File: config.mk
export PLATFORM = sky130hd
export DESIGN_NAME = tcco_top
export DESIGN_NICKNAME = d
export VERILOG_FILES = /design/src/common/tcco_pkg.sv /design/src/verilog/tcco_encoder.sv /design/src/verilog/tcco_top.sv
export VERILOG_INCLUDE_DIRS = /design/src /design/src/common
export SDC_FILE = /design/constraint.sdc
export NUM_CORES = 1
export LEC_CHECK = 0
export BUFFER_PORTS_ARGS = -buffer_cell sky130_fd_sc_hd__buf_2
export CAP_MARGIN = 20
export CORE_UTILIZATION = 45
export CTS_CLUSTER_DIAMETER = 40
export DETAILED_ROUTE_END_ITERATION = 12
export PLACE_DENSITY = 0.78
export SLEW_MARGIN = 20
export SYNTH_ARGS = -nofsm -noshare
export SYNTH_HDL_FRONTEND = slang
export SYNTH_HIERARCHICAL = 1
export SYNTH_SLANG_ARGS = --single-unit
File: constraint.sdc
create_clock -name clk_sys_in -period 2.3 [get_ports clk_sys_in]
set_input_delay 0.115 -clock clk_sys_in [delete_from_list [all_inputs] [get_ports clk_sys_in]]
set_output_delay 0.115 -clock clk_sys_in [all_outputs]
set_load 0.03 [all_outputs]
File: src/common/tcco_consts.svh
// Constants for the trip cause code output block.
// Assumes inclusion by the package and by the design files.
`ifndef TCCO_CONSTS_SVH
`define TCCO_CONSTS_SVH

// ********************************
// Register map (word addresses)
// ********************************
`define TCCO_ADDR_WIDTH_SEL 4'h0
`define TCCO_ADDR_TRIP 4'h1
`define TCCO_ADDR_STATUS 4'h2
`define TCCO_ADDR_MASK 4'h3
`define TCCO_ADDR_CODE 4'h4
`define TCCO_ADDR_TERM 4'h5

// ********************************
// Width select values
// ********************************
`define TCCO_SEL_OFF 8'h00
`define TCCO_SEL_3BIT 8'h01
`define TCCO_SEL_4BIT 8'h02
`define TCCO_SEL_RST 8'h00

// ********************************
// Status bit positions
// ********************************
`define TCCO_ST_TRIP 0
`define TCCO_ST_CLEAR 1
`define TCCO_ST_BITS 2

// ********************************
// Trip cause encoding (factor number)
// ********************************
`define TCCO_CAUSE_W 7
`define TCCO_CAUSE_NONE 7'h00
`define TCCO_CODE_OTHER3 4'h7

`endif

File: src/common/tcco_pkg.sv
// Types of the trip cause code output block.
// Assumes the constants header is on the include path.
`include "tcco_consts.svh"

package tcco_pkg;
  typedef enum logic [1:0] {
    TCCO_MODE_OFF = 2'b00,
    TCCO_MODE_3BIT = 2'b01,
    TCCO_MODE_4BIT = 2'b10
  } tcco_mode_t;

  typedef logic [3:0] tcco_code_t;
endpackage

File: src/verilog/tcco_encoder.sv
// Combinational map from trip factor number to 3- or 4-bit category code.
// Assumes the cause number is held stable by the caller.
`include "tcco_consts.svh"

module tcco_encoder (
  input wire logic [`TCCO_CAUSE_W-1:0] cause_in,
  input wire tcco_pkg::tcco_mode_t mode_in,
  output tcco_pkg::tcco_code_t code_out
);
  import tcco_pkg::*;

  function automatic tcco_code_t cat4(input logic [`TCCO_CAUSE_W-1:0] c);
    tcco_code_t r;
    r = 4'h0;
    case (c)
      7'h01, 7'h02, 7'h03, 7'h04: r = 4'h1;
      7'h05, 7'h26: r = 4'h2;
      7'h07, 7'h0f: r = 4'h3;
      7'h09: r = 4'h4;
      7'h10: r = 4'h5;
      7'h1e: r = 4'h6;
      7'h06: r = 4'h7;
      7'h08, 7'h0b, 7'h17, 7'h19: r = 4'h8;
      7'h0a: r = 4'h9;
      7'h0c, 7'h0d, 7'h23, 7'h24: r = 4'ha;
      7'h0e: r = 4'hb;
      7'h2b, 7'h2c, 7'h2d: r = 4'hc;
      7'h14, 7'h15: r = 4'hd;
      7'h18: r = 4'he;
      default: begin
        if (c >= 7'h32 && c <= 7'h4f) begin
          r = 4'hf;
        end
      end
    endcase
    return r;
  endfunction

  tcco_code_t full;

  always_comb begin
    full = cat4(cause_in);
    code_out = 4'h0;
    case (mode_in)
      TCCO_MODE_4BIT: code_out = full;
      TCCO_MODE_3BIT: begin
        // Low-speed overload shares code 2 in both widths
        if (cause_in == `TCCO_CAUSE_NONE) begin
          code_out = 4'h0;
        end else if (full >= 4'h1 && full <= 4'h6) begin
          code_out = full;
        end else begin
          code_out = `TCCO_CODE_OTHER3;
        end
      end
      default: code_out = 4'h0;
    endcase
  end
endmodule

File: src/verilog/tcco_top.sv
// Trip cause code output: drives the trip category onto output terminals.
// Assumes a classic Wishbone master and a trip detector on the same clock.
//
// Contract
// - Width select 00 disables output, 01 selects 3 bits, 02 selects 4.
// - Enabled output overrides terminals 11-13 (3 bits) or 11-14 (4 bits).
// - After a trip the terminals carry the binary category of the cause.
// - Codes 1-6 are overcurrent, overload, overvoltage, undervoltage, power failure, switch error.
// - In 4-bit mode code 7 is braking resistor overload.
// - In 4-bit mode code 8 is memory, processor, gate-array or main circuit error.
// - In 4-bit mode codes 9, 10 and 11 are sensor, external-type and ground faults.
// - In 4-bit mode code 12 is any built-in sequence program fault.
// - In 4-bit mode code 13 is over-temperature, fan-related included.
// - In 4-bit mode code 14 is input phase loss.
// - In 4-bit mode code 15 is a user sequence trip or option board error.
//
// Register access over Wishbone and the register addresses are this design's own decisions.
`include "tcco_consts.svh"

module tcco_top (
  input wire logic clk_sys_in,
  input wire logic sys_rst_in,
  input wire logic wb_cyc_in,
  input wire logic wb_stb_in,
  input wire logic wb_we_in,
  input wire logic [3:0] wb_adr_in,
  input wire logic [3:0] wb_sel_in,
  input wire logic [31:0] wb_dat_in,
  output logic [31:0] wb_dat_out,
  output logic wb_ack_out,
  input wire logic trip_in,
  input wire logic [`TCCO_CAUSE_W-1:0] trip_cause_in,
  input wire logic trip_reset_in,
  input wire logic [4:0] term_func_in,
  output logic [4:0] term_out,
  output logic irq_out
);
  import tcco_pkg::*;

  // ********************************
  // Register bus
  // ********************************
  logic ack_q;
  logic [7:0] width_sel_q;
  logic [`TCCO_ST_BITS-1:0] status_q;
  logic [`TCCO_ST_BITS-1:0] mask_q;
  logic [`TCCO_CAUSE_W-1:0] cause_q;
  logic tripped_q;
  logic [4:0] term_q;
  logic [3:0] code_q;
  tcco_mode_t mode;
  tcco_code_t enc_code;
  logic bus_req;
  logic wr_ev;
  logic trip_ev;
  logic clear_ev;

  assign bus_req = wb_cyc_in & wb_stb_in & ~ack_q;
  // A write lands at the edge where the master sees ack high
  assign wr_ev = wb_cyc_in & wb_stb_in & ack_q & wb_we_in & wb_sel_in[0];
  assign wb_ack_out = ack_q;

  // One wait state: ack in the cycle after the request is seen
  always_ff @(posedge clk_sys_in or posedge sys_rst_in) begin
    if (sys_rst_in) begin
      ack_q <= 1'b0;
    end else begin
      ack_q <= bus_req;
    end
  end

  function automatic logic [31:0] rd_mux(input logic [3:0] a);
    logic [31:0] r;
    r = 32'h0;
    case (a)
      `TCCO_ADDR_WIDTH_SEL: r[7:0] = width_sel_q;
      `TCCO_ADDR_TRIP: r = {24'h0, tripped_q, cause_q};
      `TCCO_ADDR_STATUS: r[`TCCO_ST_BITS-1:0] = status_q;
      `TCCO_ADDR_MASK: r[`TCCO_ST_BITS-1:0] = mask_q;
      `TCCO_ADDR_CODE: r[3:0] = code_q;
      `TCCO_ADDR_TERM: r[4:0] = term_q;
      default: r = 32'h0;
    endcase
    return r;
  endfunction

  always_ff @(posedge clk_sys_in or posedge sys_rst_in) begin
    if (sys_rst_in) begin
      wb_dat_out <= 32'h0;
    end else if (bus_req && !wb_we_in) begin
      wb_dat_out <= rd_mux(wb_adr_in);
    end
  end

  always_ff @(posedge clk_sys_in or posedge sys_rst_in) begin
    if (sys_rst_in) begin
      width_sel_q <= `TCCO_SEL_RST;
    end else if (wr_ev && wb_adr_in == `TCCO_ADDR_WIDTH_SEL) begin
      width_sel_q <= wb_dat_in[7:0];
    end
  end

  always_ff @(posedge clk_sys_in or posedge sys_rst_in) begin
    if (sys_rst_in) begin
      mask_q <= '0;
    end else if (wr_ev && wb_adr_in == `TCCO_ADDR_MASK) begin
      mask_q <= wb_dat_in[`TCCO_ST_BITS-1:0];
    end
  end

  // ********************************
  // Mode decode
  // ********************************
  // Values above 02 are treated as off rather than guessed at
  always_comb begin
    case (width_sel_q)
      `TCCO_SEL_3BIT: mode = TCCO_MODE_3BIT;
      `TCCO_SEL_4BIT: mode = TCCO_MODE_4BIT;
      default: mode = TCCO_MODE_OFF;
    endcase
  end

  // ********************************
  // Trip capture
  // ********************************
  assign trip_ev = trip_in & ~tripped_q;
  assign clear_ev = trip_reset_in & tripped_q & ~trip_in;

  // The first cause is latched; later trips cannot overwrite it
  always_ff @(posedge clk_sys_in or posedge sys_rst_in) begin
    if (sys_rst_in) begin
      tripped_q <= 1'b0;
      cause_q <= `TCCO_CAUSE_NONE;
    end else if (trip_ev) begin
      tripped_q <= 1'b1;
      cause_q <= trip_cause_in;
    end else if (clear_ev) begin
      tripped_q <= 1'b0;
      cause_q <= `TCCO_CAUSE_NONE;
    end
  end

  tcco_encoder u_enc (
    .cause_in(cause_q),
    .mode_in(mode),
    .code_out(enc_code)
  );

  always_ff @(posedge clk_sys_in or posedge sys_rst_in) begin
    if (sys_rst_in) begin
      code_q <= 4'h0;
    end else begin
      code_q <= tripped_q ? enc_code : 4'h0;
    end
  end

  // ********************************
  // Terminal override
  // ********************************
  always_ff @(posedge clk_sys_in or posedge sys_rst_in) begin
    if (sys_rst_in) begin
      term_q <= 5'h0;
    end else begin
      case (mode)
        TCCO_MODE_3BIT: term_q <= {term_func_in[4:3], code_q[2:0]};
        TCCO_MODE_4BIT: term_q <= {term_func_in[4], code_q};
        default: term_q <= term_func_in;
      endcase
    end
  end
  assign term_out = term_q;

  // ********************************
  // Interrupts
  // ********************************
  // Set wins over a write-one clear in the same cycle
  always_ff @(posedge clk_sys_in or posedge sys_rst_in) begin
    if (sys_rst_in) begin
      status_q <= '0;
    end else begin
      if (wr_ev && wb_adr_in == `TCCO_ADDR_STATUS) begin
        status_q <= status_q & ~wb_dat_in[`TCCO_ST_BITS-1:0]
                    | {clear_ev, trip_ev};
      end else begin
        status_q <= status_q | {clear_ev, trip_ev};
      end
    end
  end
  assign irq_out = |(status_q & mask_q);
endmodule

Word-level counts from Yosys, hierarchy flattened
Index checks and enable logic that the tools add are counted.
W data, S select, Z words.
{ "word_totals": {"register_bits": 38, "in_bits": 59, "output_inout_bits": 39, "wordCells": 101} }
{ "op_classes": {"order_cmp": 4, "n_eq_ne": 37, "mux": 17, "bitwise": 16, "reduce_logical": 18} }
{ "ops": {"columns": ["op", "count"], "rows": [
  ["$eq A7 B4 Y1 const B", 8],
  ["$pmux W4 S14", 1],
  ["$eq A7 B5 Y1 const B", 7],
  ["$eq A7 B6 Y1 const B", 6],
  ["$eq A7 B3 Y1 const B", 4],
  ["$mux W4", 4],
  ["$pmux W4 S2", 2],
  ["$eq A7 B2 Y1 const B", 2],
  ["$mux W7", 2],
  ["$pmux W2 S6", 1],
  ["$reduce_or A4 Y1", 3],
  ["$and A1 B1 Y1", 8],
  ["$eq A4 B2 Y1 const B", 2],
  ["$eq A4 B3 Y1 const B", 2],
  ["$eq A8 B1 Y1 const B", 1],
  ["$eq A8 B2 Y1 const B", 1],
  ["$pmux W2 S4", 1],
  ["$reduce_or A2 Y1", 4],
  ["$eq A7 B1 Y1 const B", 1],
  ["$ge A7 B6 Y1 const B", 1],
  ["$le A7 B7 Y1 const B", 1],
  ["$logic_not A7 Y1", 1],
  ["$logic_and A1 B1 Y1", 6],
  ["$pmux W3 S2", 1],
  ["17 further kinds", 22]
]} }

Longest topological paths before layout
Gate-level depths: netlist of run 1.
{ "logic_depth": {"ltp_word": 10, "depth_mapped": 11, "ltp_nobuf": 11} }

Modules after synthesis
Netlist of run 1, hierarchy kept.
{ "by_module_without_submodules": {"columns": ["module", "n_inst", "cells_each", "area_each_um2", "seq_area_each_um2"], "rows": [
  ["tcco_top", 1, 181, 2028.2, 950.9],
  ["tcco_encoder", 1, 84, 561.8, 0.0]
]} }

Least setup slack after synthesis of run 1
Ideal clock, no wire load.
{ "synth_path": {"path_kind": "register to register", "from": "register width_sel_q[7]", "to": "register code_q[0]", "setup_time_ns": 0.119, "arrival_time_ns": 2.168, "required_time_ns": 2.181, "slack_ns": 0.013, "stages_incl_launch_ff": 12, "n_path_buf": 0, "period_less_slack_ns": 2.287, "cell_sequence": "dfrtp_1 nor4_1 nand4b_1 ha_1 nor2_1 inv_1 ha_1 nor2b_1 nand2_1 a21oi_1 or2_2 and2_1"} }
{ "synth_between": {"elab_chain_len": 5, "word_cells_on_any_way": 7} }
{ "synth_lines": {"columns": ["element", "line", "source"], "rows": [
  ["from (decl)", "tcco_top.sv:44", "logic [7:0] width_sel_q;"],
  ["from (signal assigned)", "tcco_top.sv:97", "width_sel_q <= `TCCO_SEL_RST;"],
  ["from (signal assigned)", "tcco_top.sv:99", "width_sel_q <= wb_dat_in[7:0];"],
  ["$eq A8 B2 Y1 or $eq A8 B1 Y1 (tied branches)", "tcco_top.sv:116", "case (width_sel_q)"],
  ["$pmux W2 S2 *", "tcco_top.sv:116", null],
  ["named net mode[1]", "tcco_top.sv:51", "tcco_mode_t mode;"],
  ["$eq A2 B1 Y1 or $eq A2 B2 Y1 (tied branches)", "tcco_encoder.sv:44", "case (mode_in)"],
  ["$pmux W4 S2 *", "tcco_encoder.sv:44", null],
  ["named net enc_code[0]", "tcco_top.sv:52", "tcco_code_t enc_code;"],
  ["$mux W4 *", "tcco_top.sv:153", "code_q <= tripped_q ? enc_code : 4'h0;"],
  ["to (signal assigned)", "tcco_top.sv:153", null],
  ["to (decl)", "tcco_top.sv:50", "logic [3:0] code_q;"]
]} }
The timed path passes the listed nets; every way through them passes the cells marked *.
A chain may end at the register's enable or synchronous reset.

Worst setup path after layout of run 1
{ "layout_path": {"from": "register width_sel_q[7]", "to": "register code_q[1]"} }
Same word-level chain as after synthesis.

==> results of run 1 <==
-- kinds of logic (layout without fill, tap and decap cells) --
group | count (synthesis) | count (layout) | synth area share
buf+inv | 46 | 84 | 0.113
flops | 38 | 38 | 0.367
simple gates | 95 | 95 | 0.214
xor+xnor | 2 | 2 | 0.00676
compound gates | 54 | 54 | 0.144
mux | 24 | 24 | 0.129
other cells | 1 | 24 | 0.00145
fa+ha+maj | 5 | 5 | 0.0242
-- timing repair --
item                                    CTS  global route
endpoints found under the setup margin    3             3
gates resized for setup                   7            11
hold buffers                              2             0
pin swaps                                 6             9
endpoints found under the hold margin    39             0
buffers inserted                          0             1
-- stage by stage --
stage	setup slack (ps)	total power [mW]	setup TNS, ps	instance area, um^2
floorplan	12.7	1.12	0	2680
global placement	-23.9	1.21	-44.0	2870
detailed placement	-89.1	1.23	-208	2870
CTS	15.7	1.94	0	3060
global route	-92.2	2.03	-227	3120
finish	39.7	1.94	0	3120
-- power by group through the flow --
stage          clock network, mW  registers, mW  logic (mW)
6_report                   0.703          0.758       0.474
5_1_grt                    0.748          0.764       0.514
4_1_cts                    0.718          0.757       0.466
3_5_place_dp                   0          0.770       0.459
3_3_place_gp                   0          0.767       0.447
2_1_floorplan                  0          0.776       0.341
-- worst max-delay path, stage by stage (launching register included) --
cell      delay, ps
dfrtp_1         420
nor4_4          290
nand4b_1        180
ha_2            240
nor2_4          150
inv_2            40
ha_2            160
nor2b_4         130
nand2_2          80
a32oi_2          50
or2_4           270
and2_4          150
-- worst paths after layout --
check	startpoint	to	slack (ps)	depth (start not counted)
max in group asynchronous	sys_rst_in	code_q[1]	1480	4
setup reg to reg	width_sel_q[7]	code_q[1]	40	11
setup / recovery	width_sel_q[7]	code_q[1]	40	11
min in group asynchronous	sys_rst_in	mask_q[0]	480	4
hold reg to reg	wb_dat_out[6]	wb_dat_out[6]	490	2
hold / removal	trip_cause_in[6]	cause_q[6]	20	3
-- final cells by class --
| cell class | count | area [um^2] | share of cell area |
|---|---|---|---|
| clock buffers | 6 | 82.6 | 0.0265 |
| clock inverters | 2 | 60.1 | 0.0193 |
| inverters | 9 | 33.8 | 0.0108 |
| multi-input cells | 204 | 1510 | 0.484 |
| flip-flops and latches | 38 | 951 | 0.305 |
| well taps | 72 | 90.1 | 0.0289 |
| repair buffers | 67 | 393 | 0.126 |
-- flip-flops by register name, summed over array words and instances (netlist names) --
signal and cells:
cause_q 7, code_q 4, mask_q 2, status_q 2, term_out 5, tripped_q 1
wb_ack_out 1, wb_dat_out 8, width_sel_q 8
-- routing by layer --
layer,GRT usage,vias to the layer above
met1,0.265,1017
met5,0,-
met3,0.0400,8
met4,0.0849,0
met2,0.331,83
li1,-,1017
-- synth_stat cells (all sizes together) (2+ instances only) --
library cell  instances
nor3                  7
a21oi                 7
ha                    5
o31a                  2
nor2b                 9
nand2b                7
and3b                 2
o21ai                17
nor2                  9
nand2                30
buf                  35
nor3b                 5
o21a                  2
inv                   9
nand4                 5
o21bai                2
a32oi                 3
clkbuf                2
or3                   3
mux2                 15
a22o                  5
nor4                  2
a21o                  3
dfrtp                38
or3b                  2
mux4                  3
o31ai                 4
nand4b                2
or2                   2
and2                  5
mux2i                 6
==> impl_results.md, run 1 <==
* Clock input transition at the sequential cells of the worst setup and hold paths at 70 ps
* CP required at 2490 ps
* # DRC at 0
* Worst vdd ir at 587 uV
* Final nets at 389
* CTS Root Cell: clkbuf_8
* Antenna violations before repair at 0
* Setup CP Type: reg2reg
* Max cap viols at 0
* Switching power at 0.581 mW
* Die Width at 77.9 um
* Mapped Cells at 265
* Largest net degree at the start of global routing at 39
* Floorplan row count at 27
* Clk sinks at 38
* I/O Buffers at 46
* Max-slew headroom at 0.508
* P_int at 1.36 mW
* DIE HEIGHT at 77.9 um
* Part of the power in combinational logic at 0.245
* Wire length on met2 at 2.85 mm
* Number of global-route vias before repair at 2033
* Die ar. at 6060 um^2
* Ant. Diodes at 0
* Max Used Layer: met4
* Clk_lat worst skew at 300 ps
* CP max FO at 3
* Fin crit period at 2260 ps
* Final core occ at 0.563
* Total global-route track usage at 0.204
* I/O Pins at 98
* First-pass GRT wire length at 9.61 mm
* Leakage power at 1.50 nW
* Hold Worst Slack at 20.4 ps
* Post-synth top flop: dfrtp_1
* CTS tree: done
* Clk_skew at 6.00 ps
* Final Max Tran Viols at 0
* Vias per cell at 5.34
* Post-synth ARST share at 1.00
* Worst hold path class: in2reg
* Power share of the clock group at 0.363
* Initial Utilization at 0.467
* Core Region at 5540 um^2
* Outcome: completed
* Fmax achieved at 0.442 GHz
* First-pass DRT Iterations at 4
* Slew @ Worst Pin at 737 ps
* Fin. Hold Viols at 0
* Crit end category: flip-flop
* Fin crit share at 0.983
* Synth top area share at 0.367
* Most common cell after layout, fill and taps aside: buf_2
* RSZ-0062 raised after global routing: true
* Most frequent cells in the layout: buf_2, dfrtp_1, nand2_1
* Sw Ratio at 0.300
* Setup-failing EPs final at 0
* Fin cells at 398
* CTS Buffer Depth at 2
* Final ANT Viol Nets at 0
* Arr. time, crit path at 2450 ps
* Post-synth EDFFs at 0
* Num CTS Buffers at 5
* Layout area overhead at 20.4%
* Critical path startpoint category: flip-flop
* DR iter-0 viols at 99
* Cell Pwr Density at 621 nW/um^2
* Netlist cell types at 61
* Fillcell total at 495
* Placed insts at 387
* Average size of a mapped cell at 9.77 um^2
* Synthesized cell area at 2590 um^2
* Hpwl dp at 4.36 mm
* Post-synthesis sequential area ratio at 0.367
* Layout cells sized above 1 at 0.328
* Gr ovfl total at 0
* Synthesis-stage register bit count at 38
* Gpl congestion at 0.911
* Synth Warn # at 6
* H-tree depth at 2
* Drt total wl at 5.92 mm
* Synth area leaders: dfrtp_1, buf_4, mux2_4
* Drt wl/cell at 14.9 um
* Sequential fraction of design power at 0.392
* DR WL met3 at 312 um
* Via count at 2125
* Met1 wire length at 2.66 mm
* Dominant cell type by area after synthesis: dfrtp_1
Power figures use the tool's default switching activity.
==> inputs of run 2 (changes only) <==
--- a/config.mk
+++ b/config.mk
@@ -8,12 +8,13 @@
 export LEC_CHECK = 0
 export BUFFER_PORTS_ARGS = -buffer_cell sky130_fd_sc_hd__buf_2
 export CAP_MARGIN = 20
-export CORE_UTILIZATION = 45
+export CORE_UTILIZATION = 44
 export CTS_CLUSTER_DIAMETER = 40
+export CTS_CLUSTER_SIZE = 30
 export DETAILED_ROUTE_END_ITERATION = 12
-export PLACE_DENSITY = 0.78
+export PLACE_DENSITY = 0.77
+export RECOVER_POWER = 50
 export SLEW_MARGIN = 20
 export SYNTH_ARGS = -nofsm -noshare
 export SYNTH_HDL_FRONTEND = slang
-export SYNTH_HIERARCHICAL = 1
 export SYNTH_SLANG_ARGS = --single-unit
==> run 2 against run 1 <==
Compared with the run above: sequential share of layout area up 2.9 points; hold slack better by 17 ps; synthesized cell count increased by 0.38%; largest cell class unchanged.
==> impl_results.md, run 2 <==
* Outcome: completed
* Worst hold path class: in2reg
* DIE HEIGHT at 77.3 um
* # DRC at 0
* Synth area leaders: dfrtp_1, buf_4, mux2_2
* Crit-path cells: nor4_2 > nand2_1 > nor3b_2 > ha_1 > nor2b_1 > o21ai_0 > a31o_1 > o21ai_1
* Antenna violations before repair at 0
* Setup Buffers After CTS at 0
* Drt wl/cell at 14.0 um
* Fin crit share at 0.929
* Synthesis-stage register bit count at 38
* Final Max Tran Viols at 0
* Max cap viols at 0
* Initial Utilization at 0.455
* Number of global-route vias before repair at 1984
* Synth top cells by count: dfrtp_1, nand2_1, buf_4
* Cell Pwr Density at 638 nW/um^2
* Ant. Diodes at 0
* Clk_lat worst skew at 290 ps
* Synthesized cell area at 2490 um^2
* Design area at 2850 um^2
* Leakage power at 1.36 nW
* Fillcell total at 527
* Vias per cell at 5.30
* Largest net degree at the start of global routing at 39
* CTS Root Cell: clkbuf_8
* Gpl congestion at 0.843
* Final ANT Viol Nets at 0
* Synth Warn # at 0
* Most frequent cells in the layout: buf_2, dfrtp_1, nand2_1
* I/O Pins at 98
* Fmax achieved at 0.468 GHz
* Crit path largest cell delay at 420 ps
* Gr ovfl total at 0
* Post-placement cell area at 2710 um^2
* Fin. Hold Viols at 0
* Max-slew headroom at 0.393
* Fin crit period at 2140 ps
* Worst vdd ir at 427 uV
* Mapped Cells at 266
* Average size of a mapped cell at 9.37 um^2
* CP required at 2520 ps
* Critical path startpoint category: flip-flop
* CP max FO at 3
* Slew @ Worst Pin at 911 ps
* Drt total wl at 5.38 mm
* Final nets at 373
* CTS Buffer Depth at 2
* CTS tree: done
* Netlist cell types at 55
* I/O Buffers at 46
* Clk_skew at 7.40 ps
* Layout cells sized above 1 at 0.272
* RSZ-0062 raised after global routing: false
* Floorplan row count at 27
* DR iter-0 viols at 87
* Placed insts at 375
* Crit path max-delay cell type: dfrtp_1
* Fin cells at 384
* Post-synth ARST share at 1.00
* Post-synthesis sequential area ratio at 0.382
* Crit end category: flip-flop
* Top Registers: wb_dat_out (8), width_sel_q (8), cause_q (7)
* Die Width at 77.3 um
* Total global-route track usage at 0.201
* Max Used Layer: met4
* Core Region at 5470 um^2
* First-pass DRT Iterations at 4
* Met1 wire length at 2.39 mm
* Via count at 2037
* Dominant cell type by area after synthesis: dfrtp_1
* Most common cell in the netlist: dfrtp_1
* Die ar. at 5970 um^2
* Hold Worst Slack at 37.1 ps
* Hpwl dp at 4.09 mm
* Most common cell after layout, fill and taps aside: buf_2
* Setup CP Type: reg2reg
* Clock input transition at the sequential cells of the worst setup and hold paths at 80 ps
* Post-synth top flop: dfrtp_1
* Setup-failing EPs final at 0
* Arr. time, crit path at 2350 ps
* Post-synth EDFFs at 0
* Clk sinks at 38
* Wire length on met2 at 2.64 mm
* Num CTS Buffers at 5
* Layout area overhead at 14.2%
* H-tree depth at 2
* Synth top area share at 0.382
* First-pass GRT wire length at 9.44 mm
* DR WL met3 at 310 um
==> run 2: path summary, 6_finish.rpt <==
check	start	cells after the start	to	slack [ps]
max in group asynchronous	sys_rst_in	4	code_q[0]	1090
hold / removal	term_func_in[2]	3	term_out[2]	40
min in group asynchronous	sys_rst_in	4	tripped_q	640
setup / recovery	width_sel_q[4]	8	code_q[1]	160
setup reg to reg	width_sel_q[4]	8	code_q[1]	160
hold reg to reg	wb_ack_out	1	wb_ack_out	470
==> run 2: worst max-delay path, delay by kind of cell (launching register included) <==
| family | cells | cell delay [ps] |
|---|---|---|
| DFF | 1 | 420 |
| AOI/OAI and AO/OA | 3 | 500 |
| and+or+nand+nor | 4 | 860 |
| adders and majority gates | 1 | 280 |
==> run 2: timing repair <==
item,in CTS,in global routing
hold buffers,2,0
gates resized for setup,1,2
hold endpoints to repair,39,0
endpoints found under the setup margin,2,3
==> run 2: report_power, final <==
group / internal, mW / switching, mW / total, mW
Sequential: 0.703 / 0.0623 / 0.765
Clock: 0.347 / 0.227 / 0.574
Combinational: 0.185 / 0.292 / 0.477
==> run 2: cell type report <==
type / instances / area [um^2] / area share
inverter: 7 / 26.3 / 0.00923
timing repair buffer: 58 / 318 / 0.112
sequential: 38 / 951 / 0.334
tap: 72 / 90.1 / 0.0316
multi-input combinational: 202 / 1350 / 0.474
clock buffer: 6 / 82.6 / 0.0290
clock inverter: 1 / 30.0 / 0.0105
==> run 2: cell families after synthesis <==
logic type,count (synthesis),synth area share
compound gates,64,0.177
fa+ha+maj,2,0.0100
buf+inv,49,0.116
mux,24,0.117
flops,38,0.382
other cells,1,0.00150
simple gates,87,0.193
xor+xnor,1,0.00351
==> run 2: through the flow <==
stage	utilization	power [mW]	setup TNS, ps	worst slack (ps)
after floorplan	-	1.16	0	281
after global placement	0.495	1.24	0	98.1
after detailed placement	0.495	1.25	-10.5	-10.5
after CTS	0.520	1.83	0	79.7
after global routing	0.520	1.92	0	4.00
final	0.520	1.82	0	163
==> run 2: per-layer routing <==
| metal | vias to the layer above | track usage |
|---|---|---|
| li1 | 998 | - |
| met1 | 954 | 0.258 |
| met2 | 80 | 0.336 |
| met3 | 5 | 0.0405 |
| met4 | 0 | 0.0623 |
| met5 | - | 0 |
